`config.mk`:
```
export PLATFORM = sky130hd
export DESIGN_NAME = ppi_top
export DESIGN_NICKNAME = d
export VERILOG_FILES = /design/src/core/ppi_pkg.sv /design/src/core/ppi_top.sv
export SDC_FILE = /design/constraint.sdc
export NUM_CORES = 1
export LEC_CHECK = 0
export BUFFER_PORTS_ARGS = -buffer_cell sky130_fd_sc_hd__buf_2
export CAP_MARGIN = 20
export CORE_ASPECT_RATIO = 2
export CORE_UTILIZATION = 25
export CTS_CLUSTER_SIZE = 28
export DETAILED_ROUTE_END_ITERATION = 12
export MAX_ROUTING_LAYER = met4
export PLACE_DENSITY = 0.47
export SLEW_MARGIN = 20
export SYNTH_ARGS = -nofsm -noshare
export SYNTH_HDL_FRONTEND = slang
export SYNTH_SLANG_ARGS = --single-unit
```
`constraint.sdc`:
```
create_clock -name hclk -period 2.1 [get_ports hclk]
set_input_delay 0.42 -clock hclk [delete_from_list [all_inputs] [get_ports hclk]]
set_output_delay 0.42 -clock hclk [all_outputs]
set_load 0.1 [all_outputs]
```
`src/core/ppi_pkg.sv`:
```
// package: constants, types and register map of the palette pixel and host input stage
package ppi_pkg;

  // ==========================================================================
  // register map (byte addresses on the ahb-lite bus)
  localparam logic [7:0] PPI_ADDR_CTRL = 8'h00;
  localparam logic [7:0] PPI_ADDR_STATUS = 8'h04;
  localparam logic [7:0] PPI_ADDR_PIXEL = 8'h08;
  localparam logic [7:0] PPI_ADDR_DIRECT = 8'h0c;
  localparam logic [7:0] PPI_ADDR_COLOR = 8'h10;

  // ==========================================================================
  // command register fields and reset value
  localparam int PPI_CMD_DIRECT_EN_BIT = 7;
  localparam int PPI_CMD_MODE_SEL_BIT = 5;
  localparam logic [7:0] PPI_CMD_RESET = 8'h00;
  localparam logic [7:0] PPI_COLOR_RESET = 8'h00;
  localparam logic [7:0] PPI_COLOR_MASK_6BIT = 8'h3f;

  // ==========================================================================
  // host register select codes
  localparam logic [2:0] PPI_RS_COLOR_LUT = 3'h1;
  localparam logic [2:0] PPI_RS_COLOR_OVL = 3'h5;
  localparam logic [2:0] PPI_RS_COMMAND = 3'h6;

  // ==========================================================================
  // status register fields
  localparam int PPI_ST_BLANK_BIT = 0;
  localparam int PPI_ST_SYNC_OFF_BIT = 1;
  localparam int PPI_ST_PEDESTAL_BIT = 2;
  localparam int PPI_ST_WIDTH8_BIT = 3;
  localparam int PPI_ST_DIRECT_BIT = 4;
  localparam int PPI_ST_MODE2_BIT = 5;
  localparam int PPI_ST_LUT_SRC_BIT = 6;

  typedef enum logic [1:0] {
    PPI_MODE_LOOKUP,
    PPI_MODE_DIRECT_1,
    PPI_MODE_DIRECT_2
  } ppi_mode_e;

  typedef enum logic {
    PPI_BYTE_LOW,
    PPI_BYTE_HIGH
  } ppi_byte_e;

  // pixel-side pins as they arrive from the graphics controller
  typedef struct packed {
    logic [7:0] pixel_index_in;
    logic [3:0] overlay_select;
    logic sync_n;
    logic blank_n;
  } ppi_pix_pins_s;

  // latched per-pixel result handed to the converter stage
  typedef struct packed {
    logic blank;
    logic sync_off;
    logic pedestal_75;
    logic lut_source;
    logic [3:0] overlay_select;
    logic [7:0] lut_index;
    logic direct_valid;
    logic [15:0] direct_word;
  } ppi_video_s;

endpackage

```
`src/core/ppi_top.sv`:
```
// palette pixel input and host bus stage with ahb-lite register access
// ==========================================================================
// Overview of operation
// - width pin selects 8 or 6 bit color
// - 6-bit: msb is bit 5, upper bits zero
// - blank low forces outputs to blanking level
// - blank low ignores pixel and overlay inputs
// - pixel, overlay, sync, blank latched on rise
// - one eight-bit two-way host data bus
// - inverted select pin ORed with enable bit
// - select pin low enables mode from bit 5
// - four overlay selects choose the color source
// - overlay source chosen ignores pixel index
// - lookup mode: index picks one of 256
// - direct mode 1 latches on both edges
// - register select latched on read fall
// - sync low switches off 40 IRE source
// - sync applies alongside other inputs
// - pedestal pin selects 0 or 7.5 IRE
// - write data on rise, select on fall
// - direct word: low byte first, high second
//
// The AHB-Lite register port and the placing of the registers were chosen for this implementation.
`timescale 1ns/1ps

module ppi_top
  import ppi_pkg::*;
(
  input wire logic hclk,
  input wire logic hresetn,
  input wire logic hsel,
  input wire logic [31:0] haddr,
  input wire logic [1:0] htrans,
  input wire logic hwrite,
  input wire logic [2:0] hsize,
  input wire logic [31:0] hwdata,
  input wire logic hready,
  output logic hreadyout,
  output logic hresp,
  output logic [31:0] hrdata,
  input wire logic pixel_clock_pin,
  input wire ppi_pkg::ppi_pix_pins_s pix_pins,
  input wire logic direct_color_select_n,
  input wire logic width_8bit_select,
  input wire logic pedestal_select,
  input wire logic host_read_n,
  input wire logic host_write_n,
  input wire logic [2:0] host_register_select,
  input wire logic [7:0] host_data_bus_in,
  output logic [7:0] host_data_bus_out,
  output logic host_data_bus_oe_n,
  output ppi_pkg::ppi_video_s video_out
);
  import ppi_pkg::*;

  localparam int SYNC_W = 1 + $bits(ppi_pix_pins_s) + 3 + 2 + 3 + 8 + 2;

  // ==========================================================================
  // pin synchronisers: three stages, values taken from stage 2, edges seen where stages 2 and 3 differ
  logic [SYNC_W-1:0] pin_bus;
  logic [SYNC_W-1:0] sync1_r;
  logic [SYNC_W-1:0] sync2_r;
  logic [SYNC_W-1:0] sync3_r;

  assign pin_bus = {pixel_clock_pin, pix_pins, direct_color_select_n, width_8bit_select,
                    pedestal_select, host_read_n, host_write_n, host_register_select,
                    host_data_bus_in, 2'b00};

  always_ff @(posedge hclk or negedge hresetn)
  begin
    if (!hresetn)
    begin
      sync1_r <= '1;
      sync2_r <= '1;
      sync3_r <= '1;
    end
    else
    begin
      sync1_r <= pin_bus;
      sync2_r <= sync1_r;
      sync3_r <= sync2_r;
    end
  end

  // stage 2 view of every pin, aligned with the edge detection below
  logic pclk_s2;
  logic pclk_s3;
  ppi_pix_pins_s pix_s2;
  logic dcs_n_s2;
  logic width8_s2;
  logic pedestal_s2;
  logic rd_n_s2;
  logic rd_n_s3;
  logic wr_n_s2;
  logic wr_n_s3;
  logic [2:0] rs_s2;
  logic [7:0] data_s2;
  logic [1:0] pad_s2;

  assign {pclk_s2, pix_s2, dcs_n_s2, width8_s2, pedestal_s2, rd_n_s2, wr_n_s2, rs_s2,
          data_s2, pad_s2} = sync2_r;
  assign pclk_s3 = sync3_r[SYNC_W-1];
  assign rd_n_s3 = sync3_r[14];
  assign wr_n_s3 = sync3_r[13];

  logic pclk_rise;
  logic pclk_fall;
  logic rd_fall;
  logic rd_rise;
  logic wr_fall;
  logic wr_rise;

  assign pclk_rise = pclk_s2 && !pclk_s3;
  assign pclk_fall = !pclk_s2 && pclk_s3;
  assign rd_fall = !rd_n_s2 && rd_n_s3;
  assign rd_rise = rd_n_s2 && !rd_n_s3;
  assign wr_fall = !wr_n_s2 && wr_n_s3;
  assign wr_rise = wr_n_s2 && !wr_n_s3;

  // ==========================================================================
  // command register and mode decode
  logic [7:0] command_r;
  logic [7:0] color_data_r;
  logic [2:0] host_rs_r;
  ppi_mode_e mode;
  logic direct_enable;

  assign direct_enable = !dcs_n_s2 || command_r[PPI_CMD_DIRECT_EN_BIT];

  always_comb
  begin
    // bit 5 picks which direct mode
    if (!direct_enable)
      mode = PPI_MODE_LOOKUP;
    else if (command_r[PPI_CMD_MODE_SEL_BIT])
      mode = PPI_MODE_DIRECT_2;
    else
      mode = PPI_MODE_DIRECT_1;
  end

  function automatic logic is_color_rs(input logic [2:0] rs);
    is_color_rs = (rs == PPI_RS_COLOR_LUT) || (rs == PPI_RS_COLOR_OVL);
  endfunction

  // width pin sets color bits per cycle
  function automatic logic [7:0] color_mask(input logic wide);
    color_mask = wide ? 8'hff : PPI_COLOR_MASK_6BIT;
  endfunction

  // ==========================================================================
  // ahb-lite slave: zero wait state, registered read data
  logic addr_phase;
  logic wr_pending_r;
  logic [7:0] wr_addr_r;
  logic ahb_cmd_write;
  logic ahb_color_write;

  assign addr_phase = hsel && htrans[1] && hready;
  assign ahb_cmd_write = wr_pending_r && (wr_addr_r == PPI_ADDR_CTRL);
  assign ahb_color_write = wr_pending_r && (wr_addr_r == PPI_ADDR_COLOR);

  always_ff @(posedge hclk or negedge hresetn)
  begin
    if (!hresetn)
    begin
      wr_pending_r <= 1'b0;
      wr_addr_r <= 8'h00;
    end
    else
    begin
      wr_pending_r <= addr_phase && hwrite;
      wr_addr_r <= haddr[7:0];
    end
  end

  always_ff @(posedge hclk or negedge hresetn)
  begin
    if (!hresetn)
    begin
      hreadyout <= 1'b0;
      hresp <= 1'b0;
    end
    else
    begin
      hreadyout <= 1'b1;
      hresp <= 1'b0;
    end
  end

  logic [31:0] read_mux;

  always_comb
  begin
    read_mux = 32'h0000_0000;
    case (haddr[7:0])
      PPI_ADDR_CTRL: read_mux = {24'h00_0000, command_r};
      PPI_ADDR_STATUS:
      begin
        read_mux[PPI_ST_BLANK_BIT] = video_out.blank;
        read_mux[PPI_ST_SYNC_OFF_BIT] = video_out.sync_off;
        read_mux[PPI_ST_PEDESTAL_BIT] = video_out.pedestal_75;
        read_mux[PPI_ST_WIDTH8_BIT] = width8_s2;
        read_mux[PPI_ST_DIRECT_BIT] = direct_enable;
        read_mux[PPI_ST_MODE2_BIT] = (mode == PPI_MODE_DIRECT_2);
        read_mux[PPI_ST_LUT_SRC_BIT] = video_out.lut_source;
      end
      PPI_ADDR_PIXEL: read_mux = {20'h0_0000, video_out.overlay_select, video_out.lut_index};
      PPI_ADDR_DIRECT: read_mux = {15'h0000, video_out.direct_valid, video_out.direct_word};
      PPI_ADDR_COLOR: read_mux = {24'h00_0000, color_data_r & color_mask(width8_s2)};
      default: read_mux = 32'h0000_0000;
    endcase
  end

  always_ff @(posedge hclk or negedge hresetn)
  begin
    if (!hresetn)
      hrdata <= 32'h0000_0000;
    else if (addr_phase && !hwrite)
      hrdata <= read_mux;
  end

  // ==========================================================================
  // host strobe interface
  // select latched on falling read strobe
  // select latched on falling write strobe
  always_ff @(posedge hclk or negedge hresetn)
  begin
    if (!hresetn)
      host_rs_r <= 3'h0;
    else if (rd_fall || wr_fall)
      host_rs_r <= rs_s2;
  end

  logic host_write_now;

  // data taken on the rising write strobe
  assign host_write_now = wr_rise;

  // a host write on the same cycle as a bus write wins; the pins are slower and rarer
  always_ff @(posedge hclk or negedge hresetn)
  begin
    if (!hresetn)
      command_r <= PPI_CMD_RESET;
    else if (host_write_now && host_rs_r == PPI_RS_COMMAND)
      command_r <= data_s2;
    else if (ahb_cmd_write)
      command_r <= hwdata[7:0];
  end

  always_ff @(posedge hclk or negedge hresetn)
  begin
    if (!hresetn)
      color_data_r <= PPI_COLOR_RESET;
    // bits 6 and 7 dropped in 6-bit width
    else if (host_write_now && is_color_rs(host_rs_r))
      color_data_r <= data_s2 & color_mask(width8_s2);
    else if (ahb_color_write)
      color_data_r <= hwdata[7:0] & color_mask(width8_s2);
  end

  logic [7:0] host_read_value;

  always_comb
  begin
    host_read_value = 8'h00;
    // upper bits read zero in 6-bit width
    if (is_color_rs(rs_s2))
      host_read_value = color_data_r & color_mask(width8_s2);
    else if (rs_s2 == PPI_RS_COMMAND)
      host_read_value = command_r;
  end

  // drive only while the read strobe stays low
  always_ff @(posedge hclk or negedge hresetn)
  begin
    if (!hresetn)
    begin
      host_data_bus_out <= 8'h00;
      host_data_bus_oe_n <= 1'b1;
    end
    else if (rd_fall)
    begin
      host_data_bus_out <= host_read_value;
      host_data_bus_oe_n <= 1'b0;
    end
    else if (rd_rise)
      host_data_bus_oe_n <= 1'b1;
  end

  // ==========================================================================
  // pixel capture
  // both edges in mode 1, rising otherwise
  logic pixel_edge;
  ppi_byte_e byte_phase_r;
  logic [7:0] low_byte_r;

  assign pixel_edge = pclk_rise || (pclk_fall && mode == PPI_MODE_DIRECT_1);

  // low byte first, high byte second
  always_ff @(posedge hclk or negedge hresetn)
  begin
    if (!hresetn)
    begin
      byte_phase_r <= PPI_BYTE_LOW;
      low_byte_r <= 8'h00;
    end
    else if (mode == PPI_MODE_LOOKUP)
      byte_phase_r <= PPI_BYTE_LOW;
    else if (pixel_edge)
    begin
      case (byte_phase_r)
        PPI_BYTE_LOW:
        begin
          low_byte_r <= pix_s2.pixel_index_in;
          byte_phase_r <= PPI_BYTE_HIGH;
        end
        PPI_BYTE_HIGH: byte_phase_r <= PPI_BYTE_LOW;
        default: byte_phase_r <= PPI_BYTE_LOW;
      endcase
    end
  end

  // control inputs on every rising edge
  // rising edge captures controls
  always_ff @(posedge hclk or negedge hresetn)
  begin
    if (!hresetn)
    begin
      video_out.blank <= 1'b1;
      video_out.sync_off <= 1'b0;
      video_out.pedestal_75 <= 1'b0;
    end
    else if (pclk_rise)
    begin
      video_out.blank <= !pix_s2.blank_n;
      // sync low drops the 40 IRE source
      // sync does not gate the other inputs
      video_out.sync_off <= !pix_s2.sync_n;
      // pedestal pin high means 7.5 IRE
      video_out.pedestal_75 <= pedestal_s2;
    end
  end

  // source selection and lookup index on rising edges
  always_ff @(posedge hclk or negedge hresetn)
  begin
    if (!hresetn)
    begin
      video_out.lut_source <= 1'b0;
      video_out.overlay_select <= 4'h0;
      video_out.lut_index <= 8'h00;
    end
    else if (pclk_rise)
    begin
      // blanked pixels ignore index and overlay
      if (!pix_s2.blank_n)
      begin
        video_out.lut_source <= 1'b0;
        video_out.overlay_select <= 4'h0;
        video_out.lut_index <= 8'h00;
      end
      else if (pix_s2.overlay_select != 4'h0)
      begin
        video_out.lut_source <= 1'b0;
        video_out.overlay_select <= pix_s2.overlay_select;
        video_out.lut_index <= 8'h00;
      end
      else
      begin
        // zero overlay uses the lookup entry in lookup mode only
        video_out.lut_source <= (mode == PPI_MODE_LOOKUP);
        video_out.overlay_select <= 4'h0;
        video_out.lut_index <= pix_s2.pixel_index_in;
      end
    end
  end

  // direct word completes on the second captured edge
  always_ff @(posedge hclk or negedge hresetn)
  begin
    if (!hresetn)
    begin
      video_out.direct_valid <= 1'b0;
      video_out.direct_word <= 16'h0000;
    end
    else if (mode == PPI_MODE_LOOKUP)
      video_out.direct_valid <= 1'b0;
    else if (pixel_edge && byte_phase_r == PPI_BYTE_HIGH)
    begin
      video_out.direct_valid <= pix_s2.blank_n;
      // a blanked word carries no pixel data
      video_out.direct_word <= pix_s2.blank_n ? {pix_s2.pixel_index_in, low_byte_r} : 16'h0000;
    end
  end

endmodule // ppi_top

```
### Yosys cells after proc, flatten, opt, wreduce, memory -nomap -nowiden

Cells that the tools add are included.

| operators by class | value |
|---|---|
| equality and inequality tests | 13 |
| multiplexer cells | 21 |
| bitwise gates (word level) | 5 |
| reduce and logical (&&, ||, !) cells | 42 |

Operators with widths:

| operator | count |
|---|---|
| $mux 8 | 7 |
| $pmux 10 s4 | 1 |
| $pmux 7 s5 | 1 |
| $mux 13 | 2 |
| $and 8x8->8 | 3 |
| $mux 17 | 1 |
| $eq 8x4->1 const B | 2 |
| $eq 8x5->1 const B | 2 |
| $logic_and 1x1->1 | 16 |
| $logic_not 8->1 | 2 |
| $mux 16 | 1 |
| $eq 3x3->1 const B | 4 |
| $logic_not 1->1 | 10 |
| $reduce_bool 2->1 | 5 |
| $eq 8x3->1 const B | 1 |
| $eq 3x1->1 const B | 2 |
| $logic_or 1x1->1 | 5 |
| $mux 1 | 5 |
| $mux 2 | 2 |
| $reduce_bool 4->1 | 1 |
| $reduce_and 3->1 | 1 |
| $eq 2x1->1 const B | 1 |
| $eq 2x2->1 const B | 1 |
| $logic_not 2->1 | 1 |
| other kinds (3) | 4 |

| word-level totals | value |
|---|---|
| flip-flop bits (word level) | 211 |
| input bits | 105 |
| output and inout port bits | 76 |
| logic and storage cells | 103 |

### Logic depth before layout (Yosys ltp)

| depth | value |
|---|---|
| depth in word-level cells | 9 |
| mapped depth | 6 |
| gate-level depth less buffers | 4 |

### Worst setup path before layout

No wires, ideal clock.

| timing path | value |
|---|---|
| path type | register to register |
| start | register sync2_r[13] |
| end | register command_r[0] |
| library setup time | 125 ps |
| data arrival time | 1752 ps |
| required time | 1975 ps |
| setup slack | 223 ps |
| stages on the path, launching flop included | 6 |
| buffers on the path | 1 |
| clock period less this slack | 1877 ps |
| path through | dfstp_2 inv_1 or4_4 buf_6 mux2_4 mux2_4 |

| on the way | value |
|---|---|
| longest elaborated chain between the ends | 3 |
| elaborated cells on any way between the ends | 4 |
| those cells by class | mux: 1; reduce/logical: 3 |

Ends and longest elaborated chain:

| element | line | source |
|---|---|---|
| from (decl) | ppi_top.sv:62 | `logic [SYNC_W-1:0] sync2_r;` |
| from (signal assigned) | ppi_top.sv:80 | `sync2_r <= sync1_r;` |
| $logic_and 1x1->1 * | ppi_top.sv:118 | `assign wr_rise = wr_n_s2 && !wr_n_s3;` |
| $logic_and 1x1->1 * | ppi_top.sv:244 | `else if (host_write_now && host_rs_r == PPI_RS_COMMAND)` |
| $mux 8 or $reduce_bool 2->1 (tied branches) | -- |  |
| to (signal assigned) | ppi_top.sv:245 | `command_r <= data_s2;` |
| to (signal assigned) | ppi_top.sv:247 | `command_r <= hwdata[7:0];` |
| to (decl) | ppi_top.sv:122 | `logic [7:0] command_r;` |

Every way passes the cells marked *; elsewhere a longest branch is shown, timed or not.
A chain may end at the register's enable or synchronous reset.

### Final worst setup path

| timing path | value |
|---|---|
| start | register sync2_r[13] |
| end | register command_r[1] |

Same word-level chain as after synthesis.

==> impl_metrics.json <==
{
  "synthXorXnorAreaFrac_pct": 0,
  "antenna_found_initial": 0,
  "worst_pin_slew_ns": 0.7722,
  "crit_required_ns": 2.42,
  "cap_violations": 0,
  "portBuffers": 112,
  "ys_async_sr_fraction_pct": 100.0,
  "postCtsSetupRepairBufs": 0,
  "use_met2_pct": 24.03,
  "chipHeight_um": 223.7,
  "r2r_end": "command_r[1]$_DFFE_PN0P_",
  "min_period_ns": 1.966,
  "synth_top_family_by_area": "multiplexers",
  "comb_power_share_pct": 26.3,
  "routed-via-count": 3948,
  "max_stage_delay_ns": 0.64,
  "rows": 80,
  "critPathKind": "register to register",
  "power.internal_mw": 6.333,
  "placed_cells": 865,
  "cp-start-kind": "register",
  "fin_worst_skew_ns": 0.009451,
  "use_met3_pct": 3.544,
  "ant_nets": 0,
  "outcome": "completed",
  "fp.coreArea_sq_um": 24020,
  "routed_wl_mm": 15.49,
  "grt_use_met1_pct": 13.40,
  "yosysMostFrequentCell": "dfrtp_1",
  "period_share_pct": 93.64,
  "htree_levels": 4,
  "reg2reg_slack_ns": 0.13,
  "synth_seq_cells": 162,
  "fin_nets": 704,
  "grt_pass1_wl_mm": 24.16,
  "rsz0062_at_grt": "no",
  "cp.arrival_ns": 2.28,
  "clockRootBuffer": "clkbuf_16",
  "synth_top_area_cell": "dfrtp_1",
  "hp-start": "pix_pins[2]",
  "drt_pass1_iterations": 6,
  "finalSetupViolations": 0,
  "p_leak_nw": 3.634,
  "critPathMaxFanout": 9,
  "whs_endpoint": "sync1_r[20]$_DFF_PN1_",
  "irDropWorstVdd_v": 0.0007578,
  "overflow": 0,
  "fp.dieArea_sq_um": 25250,
  "drc_errors": 0,
  "syn2layout_area_growth_pct": 26.10,
  "setup_tns_ns": 0,
  "reg2reg_depth": 4,
  "syn_inst": 469,
  "p_per_area_nw_per_um2": 1288,
  "fin_cells": 898,
  "crit_path_end_kind": "register",
  "fmaxAchievable_ghz": 0.5085,
  "p_sw_share_pct": 36.53,
  "final_layout_size_suffix_gt1_share_pct": 44.52,
  "synth_compound_area_share_pct": 9.489,
  "p_clk_share_pct": 33.8,
  "cts_tree": "done",
  "syn-cell-area_sq_um": 6145,
  "ys_top_cells_by_area": "dfrtp_1 (39%), dfstp_2 (29%), mux2_2 (4.4%)",
  "vias_per_cell": 4.396,
  "slew_violations": 0,
  "synthAdderAreaFrac_pct": 0.2036,
  "crit_family": "simple AND/OR/NAND/NOR gates",
  "sequentialPowerShare_pct": 40.0,
  "r2r-start": "sync2_r[13]$_DFF_PN1_",
  "antenna_cells": 0,
  "yosys.area.top_type_share_pct": 38.69,
  "ys.flop_type": "dfrtp_1",
  "switchingPower_mw": 3.645,
  "grt_max_degree": 53,
  "hold_viol_final": 0,
  "io_pins": 181,
  "top_usage_layer": "met2",
  "clk_latency_ns": 0.43,
  "cts_buffer_depth": 2,
  "relSlewSlack_pct": 48.52,
  "syn_avg_cell_area_sq_um": 13.10,
  "synth_commonest_cells": "dfrtp_1 (95), dfstp_2 (67), nand2_1 (63), o21ai_0 (36), mux2_2 (24)",
  "seq_area_frac_synth_pct": 67.34,
  "whs_path_depth": 1,
  "worst-path-buf-inv": 1,
  "clk_pin_slew_ns": 0.06,
  "first_global_vias": 4236,
  "yosys_warnings": 0,
  "hpwl_mm": 11.71,
  "start_util_pct": 25.58,
  "wl_per_cell_um": 17.25,
  "hold_path.class": "input port to register",
  "gp_congestion": 0.7738,
  "synth_edf_count": 0,
  "final_util_pct": 32.26,
  "first_iter_violations": 165,
  "track_usage_pct": 13.62,
  "die_x_um": 112.9,
  "cp_cell_sequence": "inv_1 -> or4_4 -> o21a_2 -> mux2_4",
  "cp_slowest_cell": "or4_4",
  "synth.distinct_cells": 39,
  "numCtsBuffers": 17,
  "yosys.area_share.simple_pct": 8.776,
  "clock-sinks": 162,
  "muxShareOfSynthArea_pct": 10.10
}
[registers in the layout, indices dropped and copies added, names as in the netlist]
register and cells:
byte_phase_r 1, color_data_r 8, command_r 8, host_data_bus_oe_n 1, host_data_bus_out 8, host_rs_r 3, hrdata 17, hreadyout 1
low_byte_r 8, sync1_r 31, sync2_r 31, sync3_r 3, video_out 33, wr_addr_r 8, wr_pending_r 1
[routing by layer]
metal	routed length (um)	vias up
met5	0	-
met4	609	0
met3	657	29
met2	8568	121
met1	5651	1949
li1	-	1849
[cells in the final DEF, fill, tap and decap left out, types with 5 or more instances in the layout]
master	n
mux2_2	24
nand3_1	9
a22oi_1	12
mux2i_1	17
a22o_1	20
nor2b_1	5
clkbuf_16	18
a21oi_1	17
dfstp_2	67
conb_1	17
nand2_1	63
buf_2	111
inv_1	5
o21ai_0	36
dfrtp_1	95
buf_4	19
nor2_1	18
mux2_4	12
[stage by stage]
step	power, mW	hold WS (ns)	worst slack [ns]	cell area (sq um)
floorplan	6.037	0.1244	0.2228	6201
detailed placement	6.691	0.3468	0.01250	7091
finish	9.979	0.08110	0.1336	7749
global placement	6.634	0.3457	0.06705	7091
global route	10.42	0.04760	0.08292	7749
CTS	10.12	0.05823	0.1155	7749
[worst max-delay path by stage]
stage	cells after the start	slack, ns	from	endpoint
detailed placement	4	0.01	sync2_r[13]$_DFF_PN1_	command_r[1]$_DFFE_PN0P_
floorplan	5	0.22	sync2_r[13]$_DFF_PN1_	command_r[0]$_DFFE_PN0P_
finish	4	0.13	sync2_r[13]$_DFF_PN1_	command_r[1]$_DFFE_PN0P_
global route	4	0.08	sync2_r[13]$_DFF_PN1_	command_r[4]$_DFFE_PN0P_
CTS	4	0.12	sync2_r[13]$_DFF_PN1_	command_r[1]$_DFFE_PN0P_
global placement	4	0.07	sync2_r[13]$_DFF_PN1_	command_r[2]$_DFFE_PN0P_
[power by group through the flow]
stage,Clock (mW),Sequential [mW],Combinational (mW)
after global placement,0,4.02,2.61
after CTS,3.47,4.00,2.65
final,3.37,3.99,2.62
after detailed placement,0,4.05,2.64
after floorplan,0,5.26,0.780
after global routing,3.61,4.06,2.75
[cells by family (layout without fill, tap and decap cells)]
family          after synthesis  count (layout)
fa+ha+maj                     1               1
flops                       162             162
other cells                   2              17
compound gates               92              92
mux                          53              53
buf+inv                      44             171
simple gates                115             115
[area by class of cell]
| cell class | instances | area, sq um |
|---|---|---|
| timing repair buffer | 134 | 759.5 |
| tap | 287 | 359.1 |
| clock inverter | 11 | 175.2 |
| sequential | 162 | 4138 |
| fill | 2413 | 16270 |
| inverter | 5 | 18.77 |
| multi-input combinational | 278 | 1827 |
| clock buffer | 21 | 471.7 |
[repair_timing]
action,CTS,global route
endpoints found under the hold margin,21,0
hold buffers,1,0
endpoints found under the setup margin,1,0
gates resized for setup,1,0
Note: power is estimated with default switching activity, not from simulation.
